## src/shared/sled_map.vh

```
/*
 * Constants for the status LED error signaling block.
 * Assumes a 100 MHz system clock; times in ms except the fast period in us, counts derived.
 */
`ifndef SLED_MAP_VH
`define SLED_MAP_VH

`define SLED_CLK_HZ          100000000
`define SLED_WDOG_PERIOD_MS  200
`define SLED_FADE_PERIOD_MS  3000
`define SLED_PULSE_PERIOD_MS 5000
`define SLED_FAST_PERIOD_US  100
`define SLED_COMM_MULT       10
`define SLED_WDOG_CYCLES     ((`SLED_CLK_HZ / 1000) * `SLED_WDOG_PERIOD_MS)
`define SLED_FADE_CYCLES     ((`SLED_CLK_HZ / 1000) * `SLED_FADE_PERIOD_MS)
`define SLED_PULSE_CYCLES    ((`SLED_CLK_HZ / 1000) * `SLED_PULSE_PERIOD_MS)
`define SLED_FAST_CYCLES     ((`SLED_CLK_HZ / 1000000) * `SLED_FAST_PERIOD_US)
`define SLED_SHUTDOWN_BIT    0
`define SLED_PWM_BITS        8

`endif

```

## src/core/sled_period_gen.v

```verilog
/*
 * Free-running period counter with a triangle brightness output.
 * Assumes the period is at least 512 cycles.
 */
module sled_period_gen #(
    parameter [31:0] PERIOD = 32'd1000
) (
    input  wire       clk,
    input  wire       reset_n,
    input  wire       restart,
    output reg        half_r,
    output reg  [7:0] level_r
);
    localparam [31:0] HALF = PERIOD / 32'd2;
    localparam [31:0] STEP = HALF / 32'd256;

    reg [31:0] count_r;
    wire [31:0] pos = (count_r < HALF) ? count_r : (PERIOD - 32'd1 - count_r);
    wire [31:0] scaled = pos / STEP;

    always @(posedge clk or negedge reset_n) begin
        if (!reset_n) begin
            count_r <= 32'h0;
            half_r  <= 1'b0;
            level_r <= 8'h00;
        end else begin
            if (restart || count_r == PERIOD - 32'd1)
                count_r <= 32'h0;
            else
                count_r <= count_r + 32'd1;
            half_r  <= (count_r < HALF);
            level_r <= (scaled > 32'd255) ? 8'hff : scaled[7:0];
        end
    end
endmodule // sled_period_gen

```

## src/core/sled_status_led.v

```verilog
/*
 * Error indicator LED driver of the I/O controller, plus link-enable gate.
 * Holds the pattern selection, the sticky watchdog and shutdown flags,
 * the PWM phase for fading patterns and the transfer and retain gates.
 * Assumes error events come from same-clock controller logic; the
 * link-enable pin comes from the host and is synchronised here.
 * Assumes a power cycle drives reset_n low; nothing else clears the
 * sticky flags.
 * Assumes the host keeps a single program on the link at a time.
 */
// Notes on behaviour
// - Dedicated LED reports errors host cannot see.
// - Watchdog trip blinks with 0.2 s period.
// - Watchdog trip latches until power cycle.
// - Low supply with retain fades, 3 s.
// - No retain store during low-supply retain error.
// - Safe shutdown pulses LED, 5 s period.
// - Control byte one bit 0 enters shutdown.
// - Transfers only while link enable closed.
`include "sled_map.vh"

module sled_status_led (
    input  wire       clk,
    input  wire       reset_n,
    input  wire       host_link_enable_output,
    input  wire       spi_comm_error,
    input  wire       watchdog_trip,
    input  wire       supply_low,
    input  wire       retain_enable,
    input  wire       retain_store_req,
    input  wire [7:0] controller_control_byte_one,
    input  wire       control_byte_valid,
    input  wire       spi_xfer_req,
    output reg        error_indicator_led,
    output wire       spi_xfer_allow,
    output wire       retain_store_allow,
    output reg        safe_state_r,
    output reg        wdog_halt_r
);
    // One-hot pattern states
    localparam [4:0] ST_OFF   = 5'h01;
    localparam [4:0] ST_COMM  = 5'h02;
    localparam [4:0] ST_WDOG  = 5'h04;
    localparam [4:0] ST_FADE  = 5'h08;
    localparam [4:0] ST_PULSE = 5'h10;

    // Host link-enable synchroniser stages
    reg        link_s1_r;
    reg        link_s2_r;
    reg        link_s3_r;
    reg        link_en_r;

    // Pattern state and PWM phase
    reg  [4:0] state_r;
    reg  [4:0] state_nxt;
    reg  [7:0] pwm_r;
    reg        led_nxt;

    // Pattern generator outputs
    wire       wdog_half;
    wire       fast_half;
    wire       pulse_half;
    wire [7:0] fade_level;
    wire [7:0] pulse_level;
    wire [7:0] unused_a;
    wire [7:0] unused_b;
    wire       retain_err;

    assign retain_err = supply_low && retain_enable;

    // Duty compare shared by the fade and pulse patterns
    function pwm_below;
        input [7:0] phase;
        input [7:0] level;
        begin
            pwm_below = (phase < level);
        end
    endfunction

    // Highest-priority condition wins
    function [4:0] pick_state;
        input halted;
        input safe;
        input retain;
        input comm;
        begin
            if (halted)
                pick_state = ST_WDOG;
            else if (safe)
                pick_state = ST_PULSE;
            else if (retain)
                pick_state = ST_FADE;
            else if (comm)
                pick_state = ST_COMM;
            else
                pick_state = ST_OFF;
        end
    endfunction

    // Watchdog blink square wave
    sled_period_gen #(
        .PERIOD (`SLED_WDOG_CYCLES)
    ) u_wdog (
        .clk     (clk),
        .reset_n (reset_n),
        .restart (1'b0),
        .half_r  (wdog_half),
        .level_r (unused_a)
    );

    // Very fast blink for link errors
    sled_period_gen #(
        .PERIOD (`SLED_FAST_CYCLES * `SLED_COMM_MULT)
    ) u_fast (
        .clk     (clk),
        .reset_n (reset_n),
        .restart (1'b0),
        .half_r  (fast_half),
        .level_r (unused_b)
    );

    // Fade triangle for the low-supply retain error
    sled_period_gen #(
        .PERIOD (`SLED_FADE_CYCLES)
    ) u_fade (
        .clk     (clk),
        .reset_n (reset_n),
        .restart (1'b0),
        .half_r  (),
        .level_r (fade_level)
    );

    // Pulse envelope for the safe state
    sled_period_gen #(
        .PERIOD (`SLED_PULSE_CYCLES)
    ) u_pulse (
        .clk     (clk),
        .reset_n (reset_n),
        .restart (1'b0),
        .half_r  (pulse_half),
        .level_r (pulse_level)
    );

    // Three-stage sync; change accepted when stages two and three agree
    always @(posedge clk or negedge reset_n) begin
        if (!reset_n) begin
            link_s1_r <= 1'b0;
            link_s2_r <= 1'b0;
            link_s3_r <= 1'b0;
            link_en_r <= 1'b0;
        end else begin
            link_s1_r <= host_link_enable_output;
            link_s2_r <= link_s1_r;
            link_s3_r <= link_s2_r;
            if (link_s2_r == link_s3_r)
                link_en_r <= link_s3_r;
        end
    end

    assign spi_xfer_allow     = spi_xfer_req && link_en_r && !wdog_halt_r;
    assign retain_store_allow = retain_store_req && !retain_err;

    // Watchdog flag; only a power-on reset clears it
    always @(posedge clk or negedge reset_n) begin
        if (!reset_n) begin
            wdog_halt_r <= 1'b0;
        end else begin
            if (watchdog_trip)
                wdog_halt_r <= 1'b1;
        end
    end

    // Shutdown flag; refused once the watchdog has tripped
    always @(posedge clk or negedge reset_n) begin
        if (!reset_n) begin
            safe_state_r <= 1'b0;
        end else begin
            if (control_byte_valid && controller_control_byte_one[`SLED_SHUTDOWN_BIT] && !wdog_halt_r)
                safe_state_r <= 1'b1;
        end
    end

    // Priority: watchdog, shutdown, retain, link error
    always @* begin
        state_nxt = pick_state(wdog_halt_r, safe_state_r, retain_err, spi_comm_error || !link_en_r);
    end

    always @* begin
        case (state_r)
            ST_COMM:  led_nxt = fast_half;
            ST_WDOG:  led_nxt = wdog_half;
            ST_FADE:  led_nxt = pwm_below(pwm_r, fade_level);
            ST_PULSE: led_nxt = pulse_half && pwm_below(pwm_r, pulse_level);
            default:  led_nxt = 1'b0;
        endcase
    end

    // Pattern state register
    always @(posedge clk or negedge reset_n) begin
        if (!reset_n) begin
            state_r <= ST_OFF;
        end else begin
            state_r <= state_nxt;
        end
    end

    // PWM phase and registered LED output
    always @(posedge clk or negedge reset_n) begin
        if (!reset_n) begin
            pwm_r               <= 8'h00;
            error_indicator_led <= 1'b0;
        end else begin
            pwm_r               <= pwm_r + 8'h01;
            error_indicator_led <= led_nxt;
        end
    end
endmodule // sled_status_led

```

## config.mk

```make
export PLATFORM = sky130hd
export DESIGN_NAME = sled_status_led
export DESIGN_NICKNAME = d
export VERILOG_FILES = /design/src/core/sled_period_gen.v /design/src/core/sled_status_led.v
export VERILOG_INCLUDE_DIRS = /design/src /design/src/shared
export SDC_FILE = /design/constraint.sdc
export NUM_CORES = 1
export LEC_CHECK = 0
export BUFFER_PORTS_ARGS = -buffer_cell sky130_fd_sc_hd__buf_2
export CAP_MARGIN = 15
export CELL_PAD_IN_SITES_DETAIL_PLACEMENT = 0
export CELL_PAD_IN_SITES_GLOBAL_PLACEMENT = 1
export CORE_AREA = 2 2 343 345
export DETAILED_ROUTE_END_ITERATION = 10
export DIE_AREA = 0 0 345 347
export HOLD_SLACK_MARGIN = 0.03
export PLACE_DENSITY_LB_ADDON = 0.1
export SKIP_LAST_GASP = 1
export SYNTH_ARGS = -nofsm -noshare
export SYNTH_HDL_FRONTEND = slang
export SYNTH_SLANG_ARGS = --single-unit
```

## constraint.sdc

```tcl
create_clock -name clk -period 22.2 [get_ports clk]
set_input_delay 2.22 -clock clk [delete_from_list [all_inputs] [get_ports clk]]
set_output_delay 2.22 -clock clk [all_outputs]
set_load 0.03 [all_outputs]
```

* Word-level counts from Yosys, hierarchy flattened
Index checks and enable logic that the tools add are counted.
** Storage, ports and cells
- Output and inout bits :: 5
- Bits in latches :: 0
- Logic and storage cells :: 68
- Bits of input ports :: 18
- Memories :: 0
- Register bits :: 167
- Bits in read-only memories :: 0
- RAM bits :: 0
** Cells by class
- Mux-type cells :: 13
- Equal/unequal tests :: 9
- Order comparisons :: 8
- $add $sub $neg :: 7
- Bitwise operators :: 0
- Reductions and logical operators :: 11
- Divide/modulo/power cells :: 2
- Shift-type cells :: 0
- Multipliers :: 0
** Operator list (count)
- $mux W32 :: 6
- $add A32 B1 Y32 const B :: 4
- $div A32 B20 Y32 const B :: 2
- $eq A32 B29 Y1 const B :: 2
- $gt A32 B8 Y1 const B :: 2
- $lt A32 B28 Y1 const B :: 2
- $sub A29 B32 Y32 const A :: 2
- $eq A32 B17 Y1 const B :: 1
- $eq A32 B25 Y1 const B :: 1
- $lt A32 B16 Y1 const B :: 1
- $lt A32 B24 Y1 const B :: 1
- $lt A8 B8 Y1 :: 2
- $mux W8 :: 2
- $mux W5 :: 2
- $add A8 B1 Y8 const B :: 1
- $logic_and A1 B1 Y1 :: 7
- $eq A5 B2 Y1 const B :: 1
- $eq A5 B3 Y1 const B :: 1
- $eq A5 B4 Y1 const B :: 1
- $eq A5 B5 Y1 const B :: 1
- $mux W4 :: 1
- $pmux W1 S4 :: 1
- $logic_not A1 Y1 :: 3
- $mux W2 :: 1
- other kinds (2) :: 2

* Longest topological paths before layout
- Word-level depth :: 6
- Depth in mapped cells :: 76

* Cells and area by module
From an unflattened synthesis, not the netlist that was laid out.
** Unflattened totals
- Cells, all modules :: 8001
- Area, all modules :: 56166.4 sq um
** Modules (own cells, without submodules)
- sled_period_gen (u_wdog) :: seq. area each 1026.0 sq um, times used 1, area each 15932.8 sq um, cells an instance 2301
- sled_period_gen (u_pulse) :: seq. area each 1026.0 sq um, times used 1, area each 14491.4 sq um, cells an instance 2076
- sled_period_gen (u_fast) :: seq. area each 1026.0 sq um, times used 1, area each 12335.6 sq um, cells an instance 1749
- sled_period_gen (u_fade) :: seq. area each 1026.0 sq um, times used 1, area each 12309.3 sq um, cells an instance 1768
- sled_status_led :: seq. area each 501.7 sq um, times used 1, area each 1097.3 sq um, cells an instance 107

* Worst setup path before layout
No wires, ideal clock.
- Kind :: reg2reg
- From :: reg u_fade.count_r[9]
- To :: reg u_fade.level_r[0]
- Setup slack :: 5.090 ns
- Period minus slack after synthesis :: 17.110 ns
- Cell stages (with the launch flop) :: 69
- Path buffers :: 6
- Arrival time :: 16.937 ns
- Path through :: dfrtp_1 -> inv_1 -> ha_1 -> a2111o_1 -> a21oi_1 -> o21ai_1 -> a311o_1 -> a21boi_2 -> buf_4 -> buf_6 -> o21ai_0 -> a222oi_1 -> a21oi_1 -> a221o_1 -> a21o_1 -> o311ai_1 -> o211ai_1 -> buf_4 -> [33 not listed] -> nand2_1 -> xnor2_1 -> nand4_2 -> a211oi_2 -> nor2_1 -> xnor2_2 -> inv_1 -> ha_1 -> a211oi_1 -> o211ai_1 -> a211oi_2 -> nor3_1 -> a311oi_2 -> a21oi_1 -> o32ai_1 -> o2111ai_1 -> a311oi_1 -> o221ai_1
** On the way
- Word-level cells in the longest chain between the ends :: 5
- Elaborated cells between the ends (all ways) :: 6
- Classes of those cells :: 1 x add/sub; 1 x div; 2 x order compare; 2 x mux
** RTL lines
- start: declaration :: RTL line sled_period_gen.v:17 : reg [31:0] count_r;
- start signal: assignment :: RTL line sled_period_gen.v:30 : count_r <= count_r + 32'd1;
- $sub A29 B32 Y32 / $lt A32 B28 Y1 (equally long branches)
- $mux W32 * :: RTL line sled_period_gen.v:18 : wire [31:0] pos = (count_r < HALF) ? count_r : (PERIOD - 32'd1 - count_r);
- $div A32 B20 Y32 * :: RTL line sled_period_gen.v:19 : wire [31:0] scaled = pos / STEP;
- $gt A32 B8 Y1 :: RTL line sled_period_gen.v:32 : level_r <= (scaled > 32'd255) ? 8'hff : scaled[7:0];
- $mux W8 * :: RTL line sled_period_gen.v:32
- end signal: assignment :: RTL line sled_period_gen.v:32
- end: declaration :: RTL line sled_period_gen.v:12 : output reg [7:0] level_r
Every way passes the cells marked *; elsewhere a longest branch is shown, timed or not.
A chain may end at the register's enable or synchronous reset.

* Worst setup path after layout
- From :: reg u_pulse.count_r[9]
- To :: reg u_pulse.level_r[0]
** On the way
- Word-level cells in the longest chain between the ends :: 5
- Elaborated cells between the ends (all ways) :: 6
- Classes of those cells :: 1 x add/sub; 1 x div; 2 x order compare; 2 x mux
** RTL lines (RTL line)
- start: declaration :: sled_period_gen.v:17
- start signal: assignment :: sled_period_gen.v:30
- $sub A29 B32 Y32 / $lt A32 B28 Y1 (equally long branches) :: sled_period_gen.v:18
- $mux W32 * :: sled_period_gen.v:18
- $div A32 B20 Y32 * :: sled_period_gen.v:19
- $gt A32 B8 Y1 :: sled_period_gen.v:32
- $mux W8 * :: sled_period_gen.v:32
- end signal: assignment :: sled_period_gen.v:32
- end: declaration :: sled_period_gen.v:12
Marks and branches as above.

==> results.json <==
{
  "cp.arrival_ns": 20.91,
  "antennaDiodeCount": 0,
  "r2r-end": "u_pulse.level_r[0]",
  "fp.dieH_um": 347,
  "syn_inst": 4004,
  "place_congestion": 0.7999,
  "grtUsageTotal_pct": 17.65,
  "cts_sinks": 167,
  "yosysUniqueCellTypes": 141,
  "io_buffers": 15,
  "worst-path-buf-inv": 5,
  "reg2reg_depth": 63,
  "grt_pass1_wl_mm": 174.1,
  "hold_viol_final": 0,
  "p_leak_uw": 0.01280,
  "h-tree-depth": 4,
  "skew_ns": 0.01625,
  "io_pins": 23,
  "crit_path_frequent_cell": "nor2_1",
  "endpoint": "u_pulse.level_r[0]",
  "postSynthAreaPerCell_um2": 7.206,
  "start_util_pct": 24.93,
  "wl_per_cell_um": 18.71,
  "yosys.area.top_type": "dfrtp_1",
  "r2r_slack_ns": 1.69,
  "drt-initial-drc-count": 1733,
  "synth.area.top_cells": "dfrtp_1 14%, xnor2_1 9.3%, nand2_1 5.3%",
  "ys_seq_area_share_pct": 14.49,
  "synth.top_cell.area_share_pct": 14.40,
  "multi_input_comb_area_um2": 23650,
  "die_x_um": 345,
  "synthesis.area_um2": 28850,
  "grt_max_degree": 69,
  "worst-path-stages": 63,
  "synth_nets": 4051,
  "hp-start": "link_s1_r",
  "numCtsBuffers": 17,
  "nets": 4248,
  "critPathMaxFanout": 13,
  "synth-main-ff-cell": "dfrtp_1",
  "end_kind": "register",
  "period_share_pct": 92.39,
  "run_status": "finished, final reports clean",
  "worstPathRequired_ns": 22.60,
  "period_minus_slack_ns": 20.51,
  "drive_above_1_share_pct": 14.50,
  "tns_ns": 0,
  "synth_common_cells": "411 x nand2_1, 411 x nor2_1, 306 x xnor2_1, 233 x a21oi_1, 199 x o21ai_0",
  "cp_slowest_cell": "o31ai_1",
  "cp-startpoint": "u_pulse.count_r[9]",
  "worst_pin_slew_ns": 0.9782,
  "die_area_um2": 119700,
  "yosys_warnings": 0,
  "cts_tree": "built",
  "hpwlAfterDp_mm": 87.34,
  "path_class": "reg -> reg",
  "powerDensity_nw_per_um2": 18.60,
  "firstDrtPassIters": 5,
  "critPathTopFamily": "compound AO/OA/AOI/OAI gates",
  "vias": 30550,
  "maxCapViolations": 0,
  "insertion_delay_ns": 0.48,
  "cts_buffer_depth": 2,
  "path_clk_slew_ns": 0.08,
  "slowest_delay_ns": 0.83,
  "reg2reg_from": "u_pulse.count_r[9]",
  "cts-root-buf": "clkbuf_16",
  "drt-total-wl_mm": 107.3,
  "synth-edff-count": 0,
  "cts_hold_buf": 0,
  "ir_worst_vdd_uv": 44.60,
  "area_growth_pct": 15.18,
  "grt_pass1_vias": 30200,
  "drc": 0,
  "via_per_inst": 5.325,
  "postRouteAntennaNets": 0,
  "antenna_found_initial": 0,
  "hp-class": "reg -> reg",
  "setup_viol": 0,
  "grt-ovfl-total": 0,
  "max_freq_mhz": 48.76,
  "synth_seq_cells": 167,
  "startpoint_type": "register",
  "slew_headroom_pct": 34.23,
  "ys_async_sr_fraction_pct": 100.0,
  "rsz0062_at_grt": "no",
  "nFillCells": 12860,
  "row_count": 125,
  "dp_slack_ns": 1.468,
  "drv_slew": 0,
  "layout.area.seq_um2": 4180,
  "layout_setup_ws_ns": 1.690,
  "fp.coreArea_um2": 115700
}
[report_power, final]
part / leakage, uW / switching [uW] / total, uW / internal [uW]
Clock: 0.000280 / 154 / 304 / 150
Combinational: 0.0103 / 7.41 / 9.05 / 1.63
Sequential: 0.00222 / 0.821 / 305 / 305
[cell usage in the layout (no fill, tap or decap), types with 30 or more instances in the layout]
cell / n
dfrtp_1: 166
and3_1: 69
xor2_1: 128
a211oi_1: 69
nand3_1: 161
mux2i_1: 68
nor2b_1: 30
nand4_1: 55
nand2_1: 411
and2_1: 74
or2_2: 32
o21a_1: 40
a21oi_1: 231
nor3_1: 143
a31oi_1: 53
or3_1: 48
nand2b_1: 49
o21ai_1: 48
o31ai_1: 31
o21ai_0: 199
xnor2_1: 306
nor4_1: 58
a211o_1: 32
o211ai_1: 65
mux2_2: 30
nor2_1: 411
a21o_1: 51
buf_4: 322
o22ai_1: 43
inv_1: 81
[worst register-to-register path, delay by kind of cell (launching register included)]
kind / cells / cell delay, ns
AOI/OAI and AO/OA: 29 / 9.05
DFF: 1 / 0.50
adders and majority gates: 1 / 0.35
muxes: 3 / 1.13
buffers and inverters: 5 / 0.99
and+or+nand+nor: 22 / 7.81
xor gates and xnor gates: 3 / 0.62
[layer usage]
metal / vias to the layer above / part of all wire [%] / routed length (um) / GRT usage, %
met5: - / 0 / 0 / 0
met4: 0 / 1.0 / 1116 / 2.793
met3: 61 / 2.1 / 2202 / 1.575
met2: 339 / 48 / 51220 / 30.48
met1: 14600 / 49 / 52810 / 24.14
li1: 15550 / - / - / -
[flip-flops by register name, indices dropped and copies added (netlist names)]
signal               cells
state_r                  5
u_wdog.count_r          32
link_en_r                1
u_pulse.half_r           1
u_pulse.level_r          8
u_fade.count_r          32
link_s2_r                1
link_s1_r                1
u_fast.count_r          32
u_pulse.count_r         32
link_s3_r                1
error_indicator_led      1
u_wdog.half_r            1
u_fade.level_r           8
pwm_r                    8
u_fast.half_r            1
wdog_halt_r              1
safe_state_r             1
[worst min-delay path by stage]
stage / to / slack [ns] / depth (start not counted)
floorplan: link_s2_r / 0.33 / 0
global placement: link_s2_r / 0.35 / 0
detailed placement: link_s2_r / 0.34 / 0
CTS: link_s2_r / 0.37 / 0
global route: link_s2_r / 0.37 / 0
finish: link_s2_r / 0.37 / 0
[metrics by stage]
step | total power, uW | util (%) | std cells | hold WS (ns) | cell area, um2
after floorplan | 312.4 | - | 4004 | 0.3312 | 28850
after global placement | 321.2 | 28.17 | 5704 | 0.3533 | 32600
after detailed placement | 321.2 | 28.17 | 5704 | 0.3418 | 32600
after CTS | 635.4 | 28.67 | 5736 | 0.3699 | 33180
after global routing | 646.1 | 28.71 | 5738 | 0.3738 | 33230
final | 618.0 | 28.71 | 5738 | 0.3663 | 33230
[layout make-up]
class | instances | area share (%)
clock buffers | 17 | 1.280
clock inverters | 15 | 0.4707
inverters | 87 | 0.9827
multi-input cells | 3587 | 71.18
flip-flops and latches | 167 | 12.58
well taps | 1524 | 5.738
repair buffers | 341 | 7.768
[timing repair]
action	4_1_cts	5_1_grt
endpoints found under the setup margin	0	1
buffers inserted	0	2
resized for setup	0	5
[logic make-up after synthesis]
kind of cell	Yosys count	synth area share, %
xor gates and xnor gates	441	13.57
DFF	167	14.49
adders and majority gates	47	1.882
muxes	98	3.530
buffers and inverters	250	3.782
AOI/OAI and AO/OA	1296	32.93
and+or+nand+nor	1705	29.81
Note: power is estimated with default switching activity, not from simulation.
